<file path="config.mk">
export PLATFORM = sky130hd
export DESIGN_NAME = dct_clock_regs
export DESIGN_NICKNAME = d
export VERILOG_FILES = /design/src/hw/dct_pkg.sv /design/src/hw/dct_clock_regs.sv
export VERILOG_INCLUDE_DIRS = /design/src /design/src/hw
export SDC_FILE = /design/constraint.sdc
export NUM_CORES = 1
export LEC_CHECK = 0
export ABC_AREA = 1
export BUFFER_PORTS_ARGS = -buffer_cell sky130_fd_sc_hd__buf_4
export CORE_MARGIN = 2
export CORE_UTILIZATION = 30
export CTS_BUF_LIST = sky130_fd_sc_hd__clkbuf_4
export DETAILED_ROUTE_END_ITERATION = 8
export SYNTH_ARGS = -nofsm -noshare
export SYNTH_HDL_FRONTEND = slang
export SYNTH_SLANG_ARGS = --single-unit
</file>
<file path="constraint.sdc">
create_clock -name ref_clk -period 2.7 [get_ports ref_clk]
set_clock_uncertainty 0.05 [all_clocks]
set_input_delay 0 -clock ref_clk [delete_from_list [all_inputs] [get_ports ref_clk]]
set_output_delay 0 -clock ref_clk [all_outputs]
set_load 0.05 [all_outputs]
</file>
<file path="src/hw/dct_consts.svh">
// Operation
// - phase trim: bit5 clear loads positive input, set loads negative; zero codes none.
// - receiver power-down bit holds clock off while set; resets set.
// - duty trim: bit 4 is skew direction, low four bits magnitude 0..15.
// - larger duty magnitude gives proportionally larger skew; full scale spans 3 percent.
// - boost bit widens duty span to 5 percent; clear keeps normal span.
// - reference rate field: 00 single rate, 01 double rate; resets 00.
`ifndef DCT_CONSTS_SVH
`define DCT_CONSTS_SVH
`define DCT_ADDR_W        15
`define DCT_ADDR_PHASE    15'h007f
`define DCT_ADDR_PD       15'h0080
`define DCT_ADDR_DUTY     15'h0082
`define DCT_ADDR_CRS      15'h0083
`define DCT_ADDR_PLLREF   15'h0084
`define DCT_RST_PHASE     6'h00
`define DCT_RST_PD        1'h1
`define DCT_RST_DUTY      8'h80
`define DCT_RST_CRS_EN    1'h1
`define DCT_RST_CRS_ADJ   4'h0
`define DCT_RST_RATE      2'h0
`define DCT_PHASE_SIGN    5
`define DCT_DUTY_EN       7
`define DCT_DUTY_OFS      6
`define DCT_DUTY_BOOST    5
`define DCT_DUTY_SIGN     4
`define DCT_CRS_EN        7
`define DCT_RATE_LO       4
`define DCT_SPAN_NORMAL   3'h3
`define DCT_SPAN_BOOST    3'h5
`define DCT_INSTR_BITS    5'h10
`define DCT_LAST_BIT      5'h17
`define DCT_RD_FLAG       15
`endif

</file>
<file path="src/hw/dct_pkg.sv">
package dct_pkg;
	typedef struct packed {
		logic       powerdown;
		logic [4:0] pos_cap;
		logic [4:0] neg_cap;
		logic       duty_enable;
		logic       duty_offset_en;
		logic       duty_range_boost;
		logic       duty_dir;
		logic [3:0] duty_mag;
		logic [2:0] duty_span_pct;
		logic       crossing_adjust_enable;
		logic [3:0] crossing_point_trim;
		logic [1:0] ref_rate;
	} dct_ctrl_t;
endpackage

</file>
<file path="src/hw/dct_clock_regs.sv">
`timescale 1ns/1ps
`include "dct_consts.svh"
module dct_clock_regs (
	// clock and reset
	input  wire logic             ref_clk,
	input  wire logic             rst,
	// configuration serial port
	input  wire logic             spi_cs_n,
	input  wire logic             spi_sclk,
	input  wire logic             spi_sdi,
	output logic                  spi_sdo,
	output logic                  spi_sdo_oe,
	// clock path controls
	output dct_pkg::dct_ctrl_t    ctrl
);
	logic [2:0]  cs_sync;
	logic [2:0]  sclk_sync;
	logic [2:0]  sdi_sync;
	logic        cs_f;
	logic        sclk_f;
	logic        sdi_f;
	logic        sclk_q;
	logic [4:0]  bit_cnt;
	logic [15:0] shift_in;
	logic [7:0]  rd_shift;
	logic        rd_mode;
	logic [5:0]  phase_reg;
	logic        pd_reg;
	logic [7:0]  duty_reg;
	logic        crs_en_reg;
	logic [3:0]  crs_adj_reg;
	logic [1:0]  rate_reg;
	logic        sclk_rise;
	logic        sclk_fall;
	logic        wr_commit;
	logic [7:0]  wr_data;
	logic [14:0] addr;

	// reset image of the duty register, so ctrl starts from the same enable bit
	localparam logic [7:0] duty_rst_val = `DCT_RST_DUTY;

	// readback with reserved bits forced low
	function automatic logic [7:0] read_map(input logic [14:0] a);
		unique case (a)
			`DCT_ADDR_PHASE:  read_map = {2'h0, phase_reg};
			`DCT_ADDR_PD:     read_map = {7'h00, pd_reg};
			`DCT_ADDR_DUTY:   read_map = duty_reg;
			`DCT_ADDR_CRS:    read_map = {crs_en_reg, 3'h0, crs_adj_reg};
			`DCT_ADDR_PLLREF: read_map = {2'h0, rate_reg, 4'h0};
			default:          read_map = 8'h00;
		endcase
	endfunction

	// three stages; a level counts once stages two and three agree
	always_ff @(posedge ref_clk or posedge rst) begin
		if (rst) begin
			cs_sync   <= 3'h7;
			sclk_sync <= 3'h0;
			sdi_sync  <= 3'h0;
			cs_f      <= 1'h1;
			sclk_f    <= 1'h0;
			sdi_f     <= 1'h0;
			sclk_q    <= 1'h0;
		end else begin
			cs_sync   <= {cs_sync[1:0], spi_cs_n};
			sclk_sync <= {sclk_sync[1:0], spi_sclk};
			sdi_sync  <= {sdi_sync[1:0], spi_sdi};
			if (cs_sync[1] == cs_sync[2])
				cs_f <= cs_sync[2];
			if (sclk_sync[1] == sclk_sync[2])
				sclk_f <= sclk_sync[2];
			if (sdi_sync[1] == sdi_sync[2])
				sdi_f <= sdi_sync[2];
			sclk_q    <= sclk_f;
		end
	end

	assign sclk_rise = !cs_f && sclk_f && !sclk_q;
	assign sclk_fall = !cs_f && !sclk_f && sclk_q;
	assign wr_data   = {shift_in[6:0], sdi_f};
	assign wr_commit = sclk_rise && !rd_mode && bit_cnt == `DCT_LAST_BIT;

	// 16-bit instruction (read flag, address) then one data byte, msb first
	always_ff @(posedge ref_clk or posedge rst) begin
		if (rst) begin
			bit_cnt  <= 5'h00;
			shift_in <= 16'h0000;
			addr     <= 15'h0000;
			rd_mode  <= 1'h0;
		end else if (cs_f) begin
			bit_cnt  <= 5'h00;
			rd_mode  <= 1'h0;
		end else if (sclk_rise) begin
			shift_in <= {shift_in[14:0], sdi_f};
			// address held here; shift_in is too short to keep it past the data byte
			if (bit_cnt == `DCT_INSTR_BITS - 5'h01) begin
				rd_mode <= shift_in[`DCT_RD_FLAG - 1];
				addr    <= {shift_in[13:0], sdi_f};
			end
			// one byte per frame; extra clocks are ignored
			if (bit_cnt != `DCT_LAST_BIT + 5'h01)
				bit_cnt <= bit_cnt + 5'h01;
		end
	end

	// read byte loaded once the address is whole, shifted on falling edges
	always_ff @(posedge ref_clk or posedge rst) begin
		if (rst) begin
			rd_shift <= 8'h00;
		end else if (sclk_rise && bit_cnt == `DCT_INSTR_BITS - 5'h01) begin
			rd_shift <= read_map({shift_in[13:0], sdi_f});
		end else if (sclk_fall && rd_mode && bit_cnt > `DCT_INSTR_BITS) begin
			rd_shift <= {rd_shift[6:0], 1'h0};
		end
	end

	always_ff @(posedge ref_clk or posedge rst) begin
		if (rst) begin
			spi_sdo    <= 1'h0;
			spi_sdo_oe <= 1'h0;
		end else begin
			spi_sdo    <= rd_shift[7];
			spi_sdo_oe <= !cs_f && rd_mode && bit_cnt >= `DCT_INSTR_BITS;
		end
	end

	// register writes; only documented field bits are stored
	always_ff @(posedge ref_clk or posedge rst) begin
		if (rst) begin
			phase_reg   <= `DCT_RST_PHASE;
			pd_reg      <= `DCT_RST_PD;
			duty_reg    <= `DCT_RST_DUTY;
			crs_en_reg  <= `DCT_RST_CRS_EN;
			crs_adj_reg <= `DCT_RST_CRS_ADJ;
			rate_reg    <= `DCT_RST_RATE;
		end else if (wr_commit) begin
			unique case (addr)
				`DCT_ADDR_PHASE:  phase_reg <= wr_data[5:0];
				`DCT_ADDR_PD:     pd_reg <= wr_data[0];
				`DCT_ADDR_DUTY:   duty_reg <= wr_data;
				`DCT_ADDR_CRS: begin
					crs_en_reg  <= wr_data[`DCT_CRS_EN];
					crs_adj_reg <= wr_data[3:0];
				end
				`DCT_ADDR_PLLREF: rate_reg <= wr_data[`DCT_RATE_LO +: 2];
				default: ;
			endcase
		end
	end

	// decoded controls, registered so the analog side sees clean levels
	always_ff @(posedge ref_clk or posedge rst) begin
		if (rst) begin
			ctrl <= '0;
			ctrl.powerdown <= `DCT_RST_PD;
			ctrl.duty_enable <= duty_rst_val[`DCT_DUTY_EN];
			ctrl.duty_span_pct <= `DCT_SPAN_NORMAL;
			ctrl.crossing_adjust_enable <= `DCT_RST_CRS_EN;
		end else begin
			ctrl.powerdown              <= pd_reg;
			ctrl.pos_cap                <= phase_reg[`DCT_PHASE_SIGN] ? 5'h00 : phase_reg[4:0];
			ctrl.neg_cap                <= phase_reg[`DCT_PHASE_SIGN] ? phase_reg[4:0] : 5'h00;
			ctrl.duty_enable            <= duty_reg[`DCT_DUTY_EN];
			ctrl.duty_offset_en         <= duty_reg[`DCT_DUTY_OFS];
			ctrl.duty_range_boost       <= duty_reg[`DCT_DUTY_BOOST];
			ctrl.duty_dir               <= duty_reg[`DCT_DUTY_SIGN];
			ctrl.duty_mag               <= duty_reg[3:0];
			// span that full-scale magnitude reaches; boost costs phase noise
			ctrl.duty_span_pct          <= duty_reg[`DCT_DUTY_BOOST] ? `DCT_SPAN_BOOST : `DCT_SPAN_NORMAL;
			ctrl.crossing_adjust_enable <= crs_en_reg;
			ctrl.crossing_point_trim    <= crs_adj_reg;
			ctrl.ref_rate               <= rate_reg;
		end
	end
endmodule

</file>
==> results of run 1 <==
## final timing paths
| check | start | endpoint | slack [ns] | depth (start not counted) |
|---|---|---|---|---|
| setup / recovery | bit_cnt[0] | rd_shift[7] | 0.51 | 11 |
| hold / removal | spi_cs_n | cs_sync[0] | 0.12 | 2 |
| setup reg to reg | bit_cnt[0] | rd_shift[7] | 0.51 | 11 |
| hold reg to reg | cs_sync[0] | cs_sync[1] | 0.32 | 0 |
| max in group asynchronous | rst | cs_sync[0] | 1.99 | 4 |
| min in group asynchronous | rst | ctrl[21] | 0.18 | 4 |
## power groups by stage
stage                     Sequential, mW  Clock, mW  Combinational, mW
after floorplan                     1.78          0              0.294
after global placement              1.80          0              0.389
after detailed placement            1.80          0              0.400
after CTS                           1.77      0.750              0.404
after global routing                1.78      0.807              0.447
final                               1.77      0.708              0.400
## cell type report
cell class              count  area, um^2  area share [%]
multi-input cells         273        1360            27.6
clock buffers              11        82.6            1.67
clock inverters             5        28.8           0.583
flip-flops and latches    108        2720            55.1
well taps                 184         230            4.67
repair buffers             41         330            6.70
inverters                  48         184            3.73
## per-layer routing
layer  vias to the layer above  global-route usage, %  routed length, um
met3                        19                   2.75                298
met1                      1406                   14.0               3700
met2                        43                   18.0               4010
li1                       1492                      -                  -
met5                         -                      0                  0
met4                         0                   5.55                214
## timing repair
item                                   CTS  global route
hold buffers                             4             0
gates resized for setup                  0             0
endpoints found under the hold margin  111             0
## cell families (layout without fill, tap and decap cells)
group,count (synthesis),count (layout),synth area share (%)
and+or+nand+nor,206,206,21.2
DFF,108,108,62.2
buffers and inverters,63,105,6.70
AOI/OAI and AO/OA,59,59,8.07
adders and majority gates,6,6,1.55
other,1,1,0.0858
xor gates and xnor gates,1,1,0.200
## layout by cell type, fill, tap and decap left out, drive strengths merged
| cell type | n |
|---|---|
| dlygate4sd3 | 4 |
| nor2 | 29 |
| o21ai | 56 |
| nand3 | 36 |
| nor4 | 3 |
| buf | 37 |
| clkinv | 3 |
| or2 | 1 |
| a21oi | 2 |
| nand2 | 127 |
| o22ai | 1 |
| conb | 1 |
| dfrtp | 97 |
| ha | 3 |
| clkbuf | 11 |
| clkinvlp | 3 |
| dfstp | 11 |
| maj3 | 3 |
| inv | 47 |
| nor3 | 5 |
| xor2 | 1 |
| nand4 | 5 |
==> key figures, run 1 <==
Logic synthesis
  – Synthesized area: 4370 um^2
  – Post-synthesis register bit count: around 110
  – Post-synthesis average cell area: 9.84 um^2
  – Cell count after synthesis: 444
  – Yosys top cell by area: dfrtp_1
  – Sequential element share of the synthesized area: 62.2%
  – Post-synth top area share: 55.5%
  – Post-synth top cells: nand2_1, dfrtp_1, inv_1
  – Ys Warns: 0
  – Count leader, synth: nand2_1
  – Mapped Nets: 452
  – Ys async rst share: 100%
  – Synth unique cells: 31
  – Synth Flop Type: dfrtp_1
  – EDFF count, synth: 0
  – Largest cells by area after synthesis: dfrtp_1, nand2_1, dfstp_2

Power and ir drop
  – Sw Ratio: between 30% and 40%
  – Maximum vdd drop: between 0.0002 and 0.00025 V
  – Power Dens Cells: about 600 nW/um^2
  – Net switching power figure: between 800 and 900 uW
  – Combinational Power Share: 13.9%
  – Power consumption: 2.88 mW
  – Clock Power Share: roughly a quarter
  – Internal power: between 1.5 and 2 mW
  – Seq pwr share: 61.5%
  – Leakage Power: 2.35 nW

Clock network
  – TritonCTS clock tree: yes
  – Clock tree buffer depth: 2
  – Clk sinks: 108
  – CTS Root Cell: clkbuf_4
  – Num CTS Buffers: 9
  – Clk slew on worst S/H paths: around 0.14 ns
  – Skew-Pair Late Insertion Delay: 0.47 ns
  – CTS H-tree depth: 3
  – Setup bufs post-CTS: 0

STA
  – Final setup margin: between 0.5 and 0.6 ns
  – Max Slew Vio Count: 0
  – Min Hold Slack: 0.119 ns
  – RSZ-0062 raised after global routing: false
  – Final setup viols: 0
  – Maximum clock rate: 456 MHz
  – Final worst-path cycle share: 81.2%
  – Min Tclk post-route: about 2.2 ns
  – Total negative slack: 0 ns
  – Fin. Hold Viols: 0
  – Slew Limit Headroom: 62.3%
  – Slew @ Worst Pin: 0.566 ns

Layout
  – Fill count: ~1500
  – Largest Register: ctrl
  – Post-Layout Cell Count: 670
  – Ant diodes: 0
  – Final core utilization: about 34%
  – Largest regs: ctrl x27, addr x15, shift_in x15
  – Final Net Count: 489
  – Area grow syn2layout: 12.9%
  – Max FFs per register: 27
  – Fin area: just under 5000 um^2
  – Layout cells sized above 1: 19.8%

Detailed routing
  – Final antenna-violating net count: 0
  – Post-route DRC violation count: 0
  – Drt wl/cell: 12.3 um
  – Routed WL: between 8000 and 9000 um
  – Initial DRC count: 219
  – Total number of vias: approximately 3000
  – Iteration count of the initial detailed-routing pass: 4
  – Drt via density: 4.42

Setup path
  – CP most frequent cell: nand2_1
  – Worst EP required: ~3.0 ns
  – CP Buf/Inv Count: 3
  – Delay-heaviest family, CP: simple AND/OR/NAND/NOR gates
  – Worst setup SP type: flop
  – Crit path kind: reg -> reg
  – Crit path cell chain: ha_1 -> nand2_1 -> nor2_1 -> ha_1 -> inv_1 -> nor2_4 -> inv_2 -> nand2_2 -> inv_1 -> nand2_1 -> nand2_1
  – Critical path fanouts, max: 20
  – CP max stage cell: dfrtp_1
  – Crit end category: flop
  – Arr. time, crit path: 2.51 ns
  – Crit path largest cell delay: about 0.43 ns

Die
  – Die area: approximately 16000 um^2
  – Die H: 125 um
  – # rows: 44
  – Die Width: about 120 um
  – Initial Util: 30.4%
  – # IOs: 36
  – Core footprint: 14400 um^2

Placed design
  – Placed cell count: 650
  – Gpl congestion: 0.842
  – PortBufs: 34
  – Area of placed instances: 4780 um^2
  – Post-DP HPWL: 5740 um
  – Setup WS pre-CTS: 0.501 ns

Run status
  – Status: completed

Global route
  – GRT Residual Overflow: 0
  – Largest net degree at the start of global routing: 109
  – Initial antenna violation count: 0
  – First-pass GRT wire length: about 14000 um
  – GRT Overall Usage: 11.2%
  – Vias in the first global route: 2919

Hold path
  – Class of the worst hold path: in -> reg

Job
  – Max Cap Viol: 0
(Power assumes the default switching activity.)
==> run 2: changes to the inputs <==
Settings changed: ABC_AREA 1 to 0.
Clock period 2.7 ns to 1.8 ns, I/O delays scaled along.
==> run 2 against run 1 <==
Compared with the run above: hold slack worse by 0.056 ns; critical path type unchanged; sequential power is 49% higher; via count is 4.6% lower; combinational power is 130% higher; non-clock buffer count is 54 higher; synthesized area is 2.4% lower; the run now ends with negative setup slack left; clock power is 100% higher; synthesized cell count is 26% lower.
==> key figures, run 2 <==
Placed design
  – PortBufs: 34
  – Gpl congestion: 0.804
  – Post-DP HPWL: 6040 um
  – Setup WS pre-CTS: -0.250 ns
  – Area of placed instances: 5110 um^2

Detailed routing
  – Drt via density: 4.68
  – Total number of vias: 2824
  – Drt wl/cell: between 10 and 15 um
  – Routed WL: 8860 um
  – Initial DRC count: a little over 100
  – Final antenna-violating net count: 0
  – Post-route DRC violation count: 0
  – Iteration count of the initial detailed-routing pass: 4

STA
  – Max Slew Vio Count: 0
  – Fin. Hold Viols: 0
  – Final worst-path cycle share: 112%
  – Final setup margin: -0.217 ns
  – RSZ-0062 raised after global routing: true
  – Min Hold Slack: about 0.062 ns
  – Slew @ Worst Pin: 0.534 ns
  – Min Tclk post-route: 2.02 ns
  – Maximum clock rate: 496 MHz
  – Final setup viols: 30
  – Slew Limit Headroom: 64.3%

Clock network
  – Clk sinks: 108
  – TritonCTS clock tree: yes
  – Clk slew on worst S/H paths: 0.18 ns
  – Num CTS Buffers: 9
  – CTS H-tree depth: 3
  – CTS Root Cell: clkbuf_4
  – Skew-Pair Late Insertion Delay: 0.46 ns
  – Clock tree buffer depth: 2

Logic synthesis
  – EDFF count, synth: 0
  – Synth unique cells: 55
  – Count leader, synth: dfrtp_1
  – Largest cells by area after synthesis: dfrtp_1, mux2_2, dfstp_2
  – Compound-gate portion of the synthesized area: 4.58%
  – Synth Flop Type: dfrtp_1
  – Ys async rst share: 100%
  – Post-synthesis average cell area: 13.0 um^2
  – Yosys top cell by area: dfrtp_1
  – Sequential element share of the synthesized area: 63.7%
  – Post-synthesis register bit count: 108
  – Adder-cell share of the synthesized area: 1.58%
  – Multiplexer share of the synthesized area: 10.2%
  – Post-synth top cells: dfrtp_1, nand2_1, mux2_2
  – XOR/XNOR Fraction of Synth Area: 0.616%
  – Synthesized area: 4260 um^2
  – Ys Warns: 0
  – Post-synth top area share: 56.9%
  – Mapped Nets: 336
  – Cell count after synthesis: about 330
  – Synth Area in Simple Gates: 16.7%
  – Main combinational cell family by area after synthesis: simple AND/OR/NAND/NOR gates

Hold path
  – Class of the worst hold path: in -> async

Layout
  – Fin area: between 5000 and 6000 um^2
  – Final Net Count: ~430
  – Layout cells sized above 1: 51.8%
  – Area grow syn2layout: 33.7%
  – Footprint of the multi-input gates: 1740 um^2
  – Seq. cell area: 2720 um^2
  – Max FFs per register: 27
  – Largest Register: ctrl
  – Ant diodes: 0
  – Commonest cells after routing, fill and taps aside: dfrtp_1, buf_4, mux2_2
  – Largest regs: ctrl x27, addr x15, shift_in x15
  – Commonest non-fill, non-tap cell in the layout: dfrtp_1
  – Fill count: between 1000 and 1500

Job
  – Max Cap Viol: 0

Global route
  – Vias in the first global route: 2854
  – GRT Residual Overflow: 0
  – First-pass GRT wire length: 14400 um
  – Largest net degree at the start of global routing: 38
  – GRT Overall Usage: 12.4%
  – Initial antenna violation count: 0

Power and ir drop
  – Power Dens Cells: 874 nW/um^2
  – Leakage Power: 2.84 nW
  – Maximum vdd drop: 0.000302 V

Die
  – Die H: 123 um
  – # rows: 43
  – # IOs: 36
  – Die Width: 123 um
  – Core footprint: about 14000 um^2
  – Die area: 15200 um^2
  – Initial Util: 30.7%

Setup path
  – Crit end category: flop
  – Crit path kind: reg -> reg
  – Arr. time, crit path: 2.31 ns
  – Reg2reg setup slack: -0.22 ns
  – Critical path fanouts, max: 6
  – Worst EP required: 2.09 ns
  – Worst setup SP type: flop

Run status
  – Status: finished, violations left
  – Failing checks: negative setup slack
==> run 2: changes by cell type after synthesis, sizes merged, moves of 7 or more <==
cell   delta
nor2     -13
o21ai    -49
mux2     +37
nand3    -34
nand2    -71
inv      -41
nor2b     +7
==> run 2: report_power, final <==
group / internal, mW / leakage, nW / switching (mW)
clock network: 0.611 / 0.0963 / 0.825
registers: 2.56 / 1.44 / 0.0721
logic: 0.418 / 1.31 / 0.500
==> run 2: logic make-up after synthesis <==
group | after synthesis
simple gates | 122
flops | 108
mux | 39
compound gates | 26
buf+inv | 23
fa+ha+maj | 6
xor+xnor | 3
other cells | 1
==> run 2: timing repair <==
action,CTS,global route
hold endpoints to repair,103,0
cloned,0,2
pin swaps,6,27
hold buffers,4,0
setup buffers,2,6
setup endpoints to repair,44,44
gates resized for setup,12,63
==> run 2: worst paths after layout <==
kind | cells after the start | to | from
max | 8 | rd_shift[4] | bit_cnt[0]
min | 3 | ctrl[0] | rst
max reg2reg | 8 | rd_shift[4] | bit_cnt[0]
min reg2reg | 0 | cs_sync[1] | cs_sync[0]
max in group asynchronous | 4 | crs_en_reg | rst
min in group ref_clk | 2 | sclk_sync[0] | spi_sclk
==> run 2: critical path, cell delays in order (launching register included) <==
cell	delay, ns
dfrtp_1	0.44
ha_2	0.21
and3_4	0.16
ha_4	0.15
and4bb_2	0.25
a41oi_4	0.23
buf_6	0.19
nand3b_1	0.15
o211ai_2	0.09
==> run 2: cell type report <==
cell class / instances / share of cell area (%)
clock buffer: 10 / 1.32
clock inverter: 6 / 1.84
inverter: 7 / 0.527
multi-input combinational: 197 / 30.5
sequential: 108 / 47.6
tap: 180 / 3.95
timing repair buffer: 95 / 14.2
==> run 2: metrics by stage <==
step | total power [mW] | cells | setup TNS (ns) | util [%]
final | 4.98 | 603 | -4.15 | 41.1
after global routing | 5.23 | 603 | -8.57 | 41.1
after CTS | 5.01 | 596 | -3.64 | 38.9
after detailed placement | 3.54 | 574 | -6.59 | 36.8
after global placement | 3.51 | 574 | -5.16 | 36.8
after floorplan | 3.19 | 328 | -1.64 | -
==> run 2: routing by layer <==
| layer | vias up | GRT usage, % | share of wire, % |
|---|---|---|---|
| met4 | 0 | 6.61 | 2.9 |
| li1 | 1320 | - | - |
| met2 | 49 | 19.8 | 49 |
| met3 | 20 | 2.44 | 3.2 |
| met5 | - | 0 | 0 |
| met1 | 1435 | 15.8 | 45 |
